<file path="config.mk">
export PLATFORM = sky130hd
export DESIGN_NAME = dbc_host
export DESIGN_NICKNAME = d
export VERILOG_FILES = /design/src/pkg/dbc_pkg.sv /design/src/hw/dbc_host.sv
export VERILOG_INCLUDE_DIRS = /design/src /design/src/pkg
export SDC_FILE = /design/constraint.sdc
export NUM_CORES = 1
export LEC_CHECK = 0
export CORE_UTILIZATION = 40
export DETAILED_ROUTE_END_ITERATION = 6
export DONT_BUFFER_PORTS = 1
export PLACE_DENSITY = 0.61
export SYNTH_ARGS = -nofsm -noshare
export SYNTH_HDL_FRONTEND = slang
export SYNTH_SLANG_ARGS = --single-unit
</file>
<file path="constraint.sdc">
create_clock -name clk_sys -period 3.3 [get_ports clk_sys]
set_input_delay 0.495 -clock clk_sys [delete_from_list [all_inputs] [get_ports clk_sys]]
set_output_delay 0.495 -clock clk_sys [all_outputs]
set_load 0.02 [all_outputs]
</file>
<file path="src/pkg/dbc_map.svh">
// timing counts and pin constants of the command-bus controller
`ifndef DBC_MAP_SVH
`define DBC_MAP_SVH

`define DBC_CLK_NS   50
`define DBC_TRP_NS   15
`define DBC_TRCD_NS  15
`define DBC_TRFC_NS  72
`define DBC_TMRD_NS  10
`define DBC_TWR_NS   15
`define DBC_TXSNR_NS 80
`define DBC_DLL_CYC  200

// least times round up to whole cycles
`define DBC_CYC(ns)   (((ns) + `DBC_CLK_NS - 1) / `DBC_CLK_NS)
`define DBC_TRP_CYC   `DBC_CYC(`DBC_TRP_NS)
`define DBC_TRCD_CYC  `DBC_CYC(`DBC_TRCD_NS)
`define DBC_TRFC_CYC  `DBC_CYC(`DBC_TRFC_NS)
`define DBC_TMRD_CYC  `DBC_CYC(`DBC_TMRD_NS)
`define DBC_TWR_CYC   `DBC_CYC(`DBC_TWR_NS)
`define DBC_TXSNR_CYC `DBC_CYC(`DBC_TXSNR_NS)

`define DBC_CW       8
`define DBC_AP_BIT   10
`define DBC_NBANK    4
`define DBC_CKE_RST  1'b1

`endif

</file>
<file path="src/pkg/dbc_pkg.sv">
// types of the command-bus controller
package dbc_pkg;
  typedef enum logic [3:0] {
    C_NOP, C_ACT, C_RD, C_WR, C_PRE, C_REF, C_MRS, C_BST, C_PDN, C_SRF, C_WAKE
  } dbc_cmd_t;

  typedef struct packed {
    dbc_cmd_t    cmd;
    logic [1:0]  ba;
    logic [12:0] addr;
    logic        dll_off;
  } dbc_req_t;

  typedef struct packed {
    logic        cke;
    logic        cs_n;
    logic        ras_n;
    logic        cas_n;
    logic        we_n;
    logic [1:0]  ba;
    logic [12:0] addr;
  } dbc_pins_t;

  typedef enum logic [2:0] {
    B_IDLE, B_ACTV, B_ROW, B_RD, B_WR, B_RDA, B_WRA, B_PRE
  } dbc_bank_t;

  typedef enum logic [1:0] {P_RUN, P_PDN, P_SRF} dbc_pwr_t;
endpackage

</file>
<file path="src/hw/dbc_host.sv">
// controller that drives the memory command bus and tracks bank state
`include "dbc_map.svh"

// What this block does
// - a bank must be activated before any read or write to it
// - after exit with the lock loop disabled, wait 200 cycles before a read
// - leave power-down with clock enable high plus deselect; command next cycle
// - only deselect during self-refresh exit time, 200 cycles before any read
// - refresh and mode set only when every bank is idle
// - no write while read data is out; wait or stop the burst
// - a write burst takes read, write, precharge; cut data needs masking
// - no command to a bank that is precharging, activating or auto-precharging
// - only deselect during refresh, mode set and precharge-all timings
// - precharge-all only when every bank may legally be precharged
// - unspecified sequences are never issued; such requests are held off
module dbc_host #(
  parameter int BL = 4
) (
  // clock and reset
  input  wire logic        clk_sys,
  input  wire logic        rst_n,
  // request stream
  input  wire logic        req_valid,
  output logic             req_ready,
  input  dbc_pkg::dbc_req_t req,
  // memory command pins
  output dbc_pkg::dbc_pins_t pins,
  output logic             dm_mask,
  // status
  output logic             all_idle,
  output dbc_pkg::dbc_pwr_t pwr_state
);
  import dbc_pkg::*;

  localparam int CW = `DBC_CW;
  localparam logic [CW-1:0] BURST = CW'(BL / 2);
  localparam logic [CW-1:0] TRP   = CW'(`DBC_TRP_CYC);
  localparam logic [CW-1:0] TRCD  = CW'(`DBC_TRCD_CYC);
  localparam logic [CW-1:0] TRFC  = CW'(`DBC_TRFC_CYC);
  localparam logic [CW-1:0] TMRD  = CW'(`DBC_TMRD_CYC);
  localparam logic [CW-1:0] TWR   = CW'(`DBC_TWR_CYC);
  localparam logic [CW-1:0] TXSNR = CW'(`DBC_TXSNR_CYC);
  localparam logic [CW-1:0] DLL   = CW'(`DBC_DLL_CYC);
  localparam logic [CW-1:0] ONE   = CW'(1);

  if (!(BL == 2 || BL == 4 || BL == 8)) begin : g_bl_chk
    $error("burst length must be 2, 4 or 8");
  end

  dbc_bank_t                  bank_q [`DBC_NBANK];
  dbc_bank_t                  bank_d [`DBC_NBANK];
  logic [CW-1:0]              bcnt_q [`DBC_NBANK];
  logic [CW-1:0]              bcnt_d [`DBC_NBANK];
  logic [`DBC_NBANK-1:0]      idle_v;
  logic [`DBC_NBANK-1:0]      busy_v;
  logic [`DBC_NBANK-1:0]      prok_v;
  logic [`DBC_NBANK-1:0]      wr_live;
  logic [CW-1:0]              gcnt_q, gcnt_d;
  logic [CW-1:0]              rdcnt_q, rdcnt_d;
  logic [CW-1:0]              dll_q, dll_d;
  logic [1:0]                 lastrd_q, lastrd_d;
  logic                       dlloff_q, dlloff_d;
  dbc_pwr_t                   pwr_q, pwr_d;
  dbc_pins_t                  pins_q, pins_d;
  logic                       dm_q, dm_d;
  logic                       fire;
  logic                       run;
  logic                       ap;
  dbc_bank_t                  bsel;

  assign fire      = req_valid && req_ready;
  assign run       = (pwr_q == P_RUN) && (gcnt_q == '0);
  assign ap        = req.addr[`DBC_AP_BIT];
  assign bsel      = bank_q[req.ba];
  assign all_idle  = (&idle_v) && (gcnt_q == '0);
  assign pins      = pins_q;
  assign dm_mask   = dm_q;
  assign pwr_state = pwr_q;

  for (genvar i = 0; i < `DBC_NBANK; i++) begin : g_bank
    assign idle_v[i]  = (bank_q[i] == B_IDLE);
    assign busy_v[i]  = !(bank_q[i] inside {B_IDLE, B_ROW});
    // a bank mid-timing may not be precharged
    assign prok_v[i]  = bank_q[i] inside {B_IDLE, B_ROW, B_RD, B_WR};
    // write data still arriving, so a cut needs masking
    assign wr_live[i] = (bank_q[i] == B_WR) && (bcnt_q[i] > TWR);

    always_comb begin
      bank_d[i] = bank_q[i];
      bcnt_d[i] = bcnt_q[i];
      case (bank_q[i])
        B_ACTV, B_RD, B_WR, B_RDA, B_WRA, B_PRE: begin
          if (bcnt_q[i] > ONE) begin
            bcnt_d[i] = bcnt_q[i] - ONE;
          end else if (bank_q[i] inside {B_ACTV, B_RD, B_WR}) begin
            bank_d[i] = B_ROW;
          end else begin
            bank_d[i] = B_IDLE;
          end
        end
        default: ;
      endcase
      if (fire) begin
        case (req.cmd)
          C_ACT: if (req.ba == 2'(i)) begin
            bank_d[i] = B_ACTV;
            bcnt_d[i] = TRCD;
          end
          C_RD: if (req.ba == 2'(i)) begin
            bank_d[i] = ap ? B_RDA : B_RD;
            bcnt_d[i] = ap ? BURST + TRP : BURST;
          end
          C_WR: if (req.ba == 2'(i)) begin
            bank_d[i] = ap ? B_WRA : B_WR;
            bcnt_d[i] = ap ? BURST + TWR + TRP : BURST + TWR;
          end
          C_PRE: if ((ap || req.ba == 2'(i)) && bank_q[i] != B_IDLE) begin
            bank_d[i] = B_PRE;
            bcnt_d[i] = TRP;
          end
          C_BST: if (lastrd_q == 2'(i) && bank_q[i] == B_RD) begin
            bank_d[i] = B_ROW;
          end
          default: ;
        endcase
      end
    end

    always_ff @(posedge clk_sys) begin
      if (!rst_n) begin
        bank_q[i] <= B_IDLE;
        bcnt_q[i] <= '0;
      end else begin
        bank_q[i] <= bank_d[i];
        bcnt_q[i] <= bcnt_d[i];
      end
    end
  end

  // legality of the offered request against the state before the edge
  always_comb begin
    case (req.cmd)
      C_NOP:  req_ready = 1'b1;
      C_ACT:  req_ready = run && bsel == B_IDLE;
      C_RD:   req_ready = run && bsel inside {B_ROW, B_RD, B_WR} && dll_q == '0;
      C_WR:   req_ready = run && bsel inside {B_ROW, B_RD, B_WR} && rdcnt_q == '0;
      C_PRE:  req_ready = run && (ap ? (&prok_v) : prok_v[req.ba]);
      C_REF,
      C_MRS:  req_ready = run && all_idle;
      C_BST:  req_ready = run && bank_q[lastrd_q] == B_RD;
      C_PDN:  req_ready = run && busy_v == '0;
      C_SRF:  req_ready = run && all_idle;
      C_WAKE: req_ready = pwr_q != P_RUN;
      default: req_ready = 1'b0;
    endcase
  end

  always_comb begin
    gcnt_d   = (gcnt_q != '0) ? gcnt_q - ONE : gcnt_q;
    rdcnt_d  = (rdcnt_q != '0) ? rdcnt_q - ONE : rdcnt_q;
    dll_d    = (dll_q != '0 && pwr_q == P_RUN) ? dll_q - ONE : dll_q;
    lastrd_d = lastrd_q;
    dlloff_d = dlloff_q;
    pwr_d    = pwr_q;
    dm_d     = 1'b0;
    // deselect by default; clock enable keeps its level
    pins_d       = pins_q;
    pins_d.cs_n  = 1'b1;
    pins_d.ras_n = 1'b1;
    pins_d.cas_n = 1'b1;
    pins_d.we_n  = 1'b1;
    if (fire && req.cmd inside {C_ACT, C_RD, C_WR, C_PRE, C_REF, C_MRS, C_BST, C_SRF}) begin
      pins_d.cs_n = 1'b0;
      pins_d.ba   = req.ba;
      pins_d.addr = req.addr;
      case (req.cmd)
        C_ACT:   {pins_d.ras_n, pins_d.cas_n, pins_d.we_n} = 3'b011;
        C_RD:    {pins_d.ras_n, pins_d.cas_n, pins_d.we_n} = 3'b101;
        C_WR:    {pins_d.ras_n, pins_d.cas_n, pins_d.we_n} = 3'b100;
        C_PRE:   {pins_d.ras_n, pins_d.cas_n, pins_d.we_n} = 3'b010;
        C_BST:   {pins_d.ras_n, pins_d.cas_n, pins_d.we_n} = 3'b110;
        C_MRS:   {pins_d.ras_n, pins_d.cas_n, pins_d.we_n} = 3'b000;
        default: {pins_d.ras_n, pins_d.cas_n, pins_d.we_n} = 3'b001;
      endcase
    end
    if (fire) begin
      case (req.cmd)
        C_RD: begin
          rdcnt_d  = BURST;
          lastrd_d = req.ba;
          dm_d     = wr_live != '0;
        end
        C_BST: rdcnt_d = '0;
        C_PRE: begin
          dm_d = ap ? (wr_live != '0) : wr_live[req.ba];
          if (ap) begin
            gcnt_d  = TRP;
            rdcnt_d = '0;
          end else if (req.ba == lastrd_q) begin
            rdcnt_d = '0;
          end
        end
        C_REF: gcnt_d = TRFC;
        C_MRS: gcnt_d = TMRD;
        C_PDN: begin
          pins_d.cke = 1'b0;
          dlloff_d   = req.dll_off;
          pwr_d      = P_PDN;
        end
        C_SRF: begin
          pins_d.cke = 1'b0;
          pwr_d      = P_SRF;
        end
        C_WAKE: begin
          // no extra wait after power-down: next cycle is already legal, except a read when the lock loop was disabled
          pins_d.cke = 1'b1;
          pwr_d      = P_RUN;
          if (pwr_q == P_SRF) begin
            gcnt_d = TXSNR;
            dll_d  = DLL;
          end else if (dlloff_q) begin
            dll_d = DLL;
          end
        end
        default: ;
      endcase
    end
  end

  always_ff @(posedge clk_sys) begin
    if (!rst_n) begin
      gcnt_q      <= '0;
      rdcnt_q     <= '0;
      dll_q       <= '0;
      lastrd_q    <= '0;
      dlloff_q    <= 1'b0;
      pwr_q       <= P_RUN;
      dm_q        <= 1'b0;
      pins_q      <= '0;
      pins_q.cke  <= `DBC_CKE_RST;
      pins_q.cs_n <= 1'b1;
      pins_q.ras_n <= 1'b1;
      pins_q.cas_n <= 1'b1;
      pins_q.we_n <= 1'b1;
    end else begin
      gcnt_q   <= gcnt_d;
      rdcnt_q  <= rdcnt_d;
      dll_q    <= dll_d;
      lastrd_q <= lastrd_d;
      dlloff_q <= dlloff_d;
      pwr_q    <= pwr_d;
      dm_q     <= dm_d;
      pins_q   <= pins_d;
    end
  end
endmodule // dbc_host

</file>
# Word level (Yosys, flattened, before mapping)
# Memories as Yosys holds them, arrays and structs flattened. A register that Yosys moved wholly into a read port is not among the register bits.
# Index checks and enable logic that the tools add are counted.
# totals
register_bits	50
ram_bits	44
input_bits	23
memories	2
# memory_table
name	words	width	read_ports	rd_ports_with_merged_regs	write_ports	line	text
bcnt_q	4	8	4	0	4	dbc_host.sv:52	logic [CW-1:0] bcnt_q [`DBC_NBANK];
bank_q	4	3	6	1	4	dbc_host.sv:50	dbc_bank_t bank_q [`DBC_NBANK];
# classes
n_addsub	7
order_cmp	5
eq_ne	50
muxes	115
n_bitwise	8
reduce_logical	85
# ops
cell	count
$mux 8	45
$pmux 8 s4	5
$mux 3	38
$pmux 3 s5	4
$sub 8x1->8 const B	7
$eq 3x3->1 const B	17
$eq 3x2->1 const B	11
$gt 8x1->1 const B	4
$reduce_bool 8->1	4
$reduce_bool 3->1	10
$logic_and 1x1->1	25
$logic_not 8->1	3
$pmux 8 s3	1
$reduce_or 6->1	4
$reduce_bool 4->1	5
$mux 19	1
$pmux 3 s6	1
$eq 4x3->1 const B	4
$logic_not 3->1	5
$mux 2	7
$eq 3x1->1 const B	4
$eq 4x4->1 const B	3
$reduce_and 2->1	6
$reduce_bool 2->1	6
19 further kinds	50

# Depth between registers and ports, before layout
# An unclocked memory read counts as a cell.
# depth
depth_word	12
mapped_depth	12
ltp_nobuf	10

# Worst setup path after synthesis
# No wires, ideal clock.
# synth_path
path_kind	input-to-reg
start	input port req[14] in the netlist's numbering
end	memory bcnt_q[1][1] in the netlist's numbering
arrival_time_ps	2691
path_slack_ps	534
stages	9
path_buffers	1
cell_sequence	buf_6 -> mux4_2 -> or2_1 -> a221o_1 -> a21oi_1 -> o21a_2 -> o21ai_2 -> or4_1 -> a22oi_2
# synth_lines
item	line	text
start, declared	dbc_host.sv:25	input dbc_pkg::dbc_req_t req,
end, declared	dbc_host.sv:52	

==> qor.txt <==
chip width - 121 um
Synth Area in XOR/XNOR - 0.0706
Synth Area in Simple Gates - 0.247
pin count of the biggest net entering global routing - 30
I/O pins - 48
1st-pass router iterations - 5
Starting Density - 0.411
Final Cell Area - 6250 um2
Final Hold Viols - 0
CTS Buf Count - 9
vias in the first global route - 5,167
Synth Flop Type - dfxtp_1
Worst Setup EP - bcnt_q[0][6]$_SDFF_PN0_
cts repair resizes - 0
clock root cell - clkbuf_16
Slew @ Worst Pin - 0.875 ns
Final Power - 0.00357 W
grt ovf - 0
Final period util - 0.939
Max Cap Viol - 0
reg2reg start - bank_q[1][1]$_SDFF_PN0_
Tmin final - 3.10 ns
GRT Util Overall - 0.230
Cell Chain, Critical Path - mux4_2 -> or2_1 -> nor3_1 -> or3_1 -> o21a_2 -> o21ai_2 -> buf_4 -> o221ai_1 -> nor2_1
skew final - 0.0104 ns
layout cells sized above 1 - 0.0808
R2R setup slack - 0.20 ns
YS warnings - 0
Detail Route Antenna Nets - 0
area growth from synthesis to layout - 9.57%
flops & latches, synth - 96
TritonCTS clock tree - done
RSZ-0062 raised after global routing - no
post-synthesis mux area share - 0.0388
Via density - 6.07
Critical Path RT - 3.58 ns
Fin Setup TNS - 0 ns
placed inst area - 5920 um2
PwrDens - 571 nW/um2
Worst Setup Start Kind - flop
most frequent cell after synthesis - nor2_1
DP HPWL - 12,000 um
Syn Inst Count - 733
PortBufs - 0
initial drt markers - 507
Max clock buf depth - 2
row count - 43
Routed WL - 16,300 um
Num Clock Sinks - 96
synthesized area - 5700 um2
CP Class - reg -> reg
main combinational cell family by area after synthesis - simple AND/OR/NAND/NOR gates
top cells by count, synth - 102 x nor2_1, 96 x dfxtp_1, 69 x nand2_1
type of the most critical hold path - in -> reg
final setup violating endpoints - 0
first-pass GRT wire length - 26,600 um
cell taking the most area after synthesis - dfxtp_1
setup ws final - 0.202 ns
Synth Area in Compound Gates - 0.234
Max Fanout on Critical Path - 15
crit path DAT - 3.38 ns
Reg clk slew, reported paths - 0.07 ns
initial antenna violation count - 0
FFs w/ async S/R, synth - 0
CP max stage cell - o21ai_2
number of flops mapped to enable cells by yosys - 0
R2R Path End - bcnt_q[0][6]$_SDFF_PN0_
CTS Hold Buffers Added - 0
synth top area cells - dfxtp_1 34%, nor2_1 6.7%, xnor2_1 5.1%, a21oi_1 4.8%, nand2_1 4.5%
adder-cell share of the synthesized area - 0.0241
Setup crit end kind - flop
Worst Setup SP - bank_q[1][1]$_SDFF_PN0_
die area - 14,700 um2
status - completed
CP max stage delay - 0.61 ns
Reg2Reg Depth - 9
Pleak - 2.18 nW
Max Fclk - 0.323 GHz
VDD IR max - 0.490 mV
Synth top area share - 0.337
post-synthesis sequential area ratio - 0.337
Net Count, Synth - 767
Clock Latency Late Sink - 0.36 ns
relative slew slack - 0.412
Die Ht - 121 um
Netlist cell types - 72
Slew Limit Fails - 0
H-tree lvl count - 3
nets - 759
Place WS - 0.241 ns
hold_ws - 0.229 ns
syn avg cell area - 7.78 um2
post-CTS setup buffers - 0
Core Region - 13,900 um2
DRC viols - 0
RePlAce Congestion - 0.936
Inserted Diodes - 0
Via Count - 5,523
DR WL/cell - 17.9 um
==> critical path, delay by kind of cell, from the launching register on <==
kind | cells | cell delay, ns
AO/OA/AOI/OAI | 3 | 1.11
AND/OR/NAND/NOR | 4 | 0.69
flip-flops | 1 | 0.55
multiplexers | 1 | 0.36
buffers and inverters | 1 | 0.30
==> sequential cells by signal (all words and copies together) (netlist names), named ones only <==
signal,flops
bcnt_q,32
pins,20
bank_q,12
dll_q,8
gcnt_q,8
rdcnt_q,8
lastrd_q,2
pwr_state,2
dlloff_q,1
dm_mask,1
==> cells in the final DEF, fill, tap and decap left out, types with 5 or more instances in the layout <==
| cell | synthesis | final |
|---|---|---|
| a211oi_1 | 5 | 5 |
| a21oi_1 | 55 | 55 |
| a221oi_1 | 6 | 6 |
| a22o_1 | 15 | 15 |
| buf_4 | 1 | 22 |
| clkbuf_16 | 0 | 9 |
| dfxtp_1 | 96 | 96 |
| ha_1 | 11 | 11 |
| inv_1 | 25 | 25 |
| mux2i_1 | 12 | 12 |
| nand2_1 | 69 | 69 |
| nand2b_1 | 8 | 8 |
| nand3_1 | 16 | 16 |
| nand4_1 | 5 | 5 |
| nor2_1 | 102 | 102 |
| nor2b_1 | 5 | 5 |
| nor3_1 | 37 | 37 |
| nor4_1 | 14 | 14 |
| nor4b_1 | 7 | 7 |
| o211ai_1 | 9 | 9 |
| o21ai_0 | 38 | 38 |
| o22ai_1 | 15 | 15 |
| o31ai_1 | 5 | 5 |
| or3_1 | 6 | 6 |
| xnor2_1 | 33 | 33 |
| xor2_1 | 13 | 13 |
==> power by group <==
part	switching, W	leakage, nW	internal (W)	total [W]
Clock	0.000465	0.157	0.000688	0.00115
Sequential	0.000131	0.779	0.00129	0.00143
Combinational	0.000564	1.24	0.000423	0.000987
==> worst min-delay path by stage <==
| stage | start | endpoint | slack, ns | depth (start not counted) |
|---|---|---|---|---|
| floorplan | gcnt_q[3]$_SDFF_PN0_ | gcnt_q[3]$_SDFF_PN0_ | 0.47 | 2 |
| global placement | dll_q[1]$_SDFF_PN0_ | dll_q[1]$_SDFF_PN0_ | 0.48 | 2 |
| detailed placement | rdcnt_q[6]$_SDFF_PN0_ | rdcnt_q[6]$_SDFF_PN0_ | 0.49 | 2 |
| CTS | rst_n | pins[19]$_SDFFE_PN1P_ | 0.22 | 1 |
| global route | rst_n | pins[19]$_SDFFE_PN1P_ | 0.23 | 1 |
| finish | rst_n | pins[19]$_SDFFE_PN1P_ | 0.23 | 1 |
==> metal layers <==
layer	global-route usage	up-vias	routed length (um)
met2	0.362	238	7220
met3	0.0442	25	1560
met1	0.312	2615	7210
li1	-	2645	-
met4	0.0787	0	275
met5	0	-	0
==> stage by stage <==
step | cells | utilization
CTS | 910 | 0.450
floorplan | 733 | -
global route | 910 | 0.450
detailed placement | 894 | 0.426
global placement | 894 | 0.426
finish | 910 | 0.450
==> logic make-up (layout without fill, tap and decap cells) <==
| group | after synthesis | after routing |
|---|---|---|
| AO/OA/AOI/OAI | 199 | 199 |
| XOR/XNOR | 46 | 46 |
| multiplexers | 17 | 17 |
| buffers and inverters | 67 | 64 |
| AND/OR/NAND/NOR | 297 | 297 |
| adder cells (fa/ha/maj) | 11 | 11 |
| flip-flops | 96 | 96 |
==> cell type report <==
class                      instances  area [um2]
inverter                          26        97.6
timing repair buffer              22         165
clock inverter                     6        91.3
clock buffer                      10         239
tap                              180         225
fill                            1406        7630
sequential                        96        1920
multi-input combinational        570        3510
(Power assumes the default switching activity.)
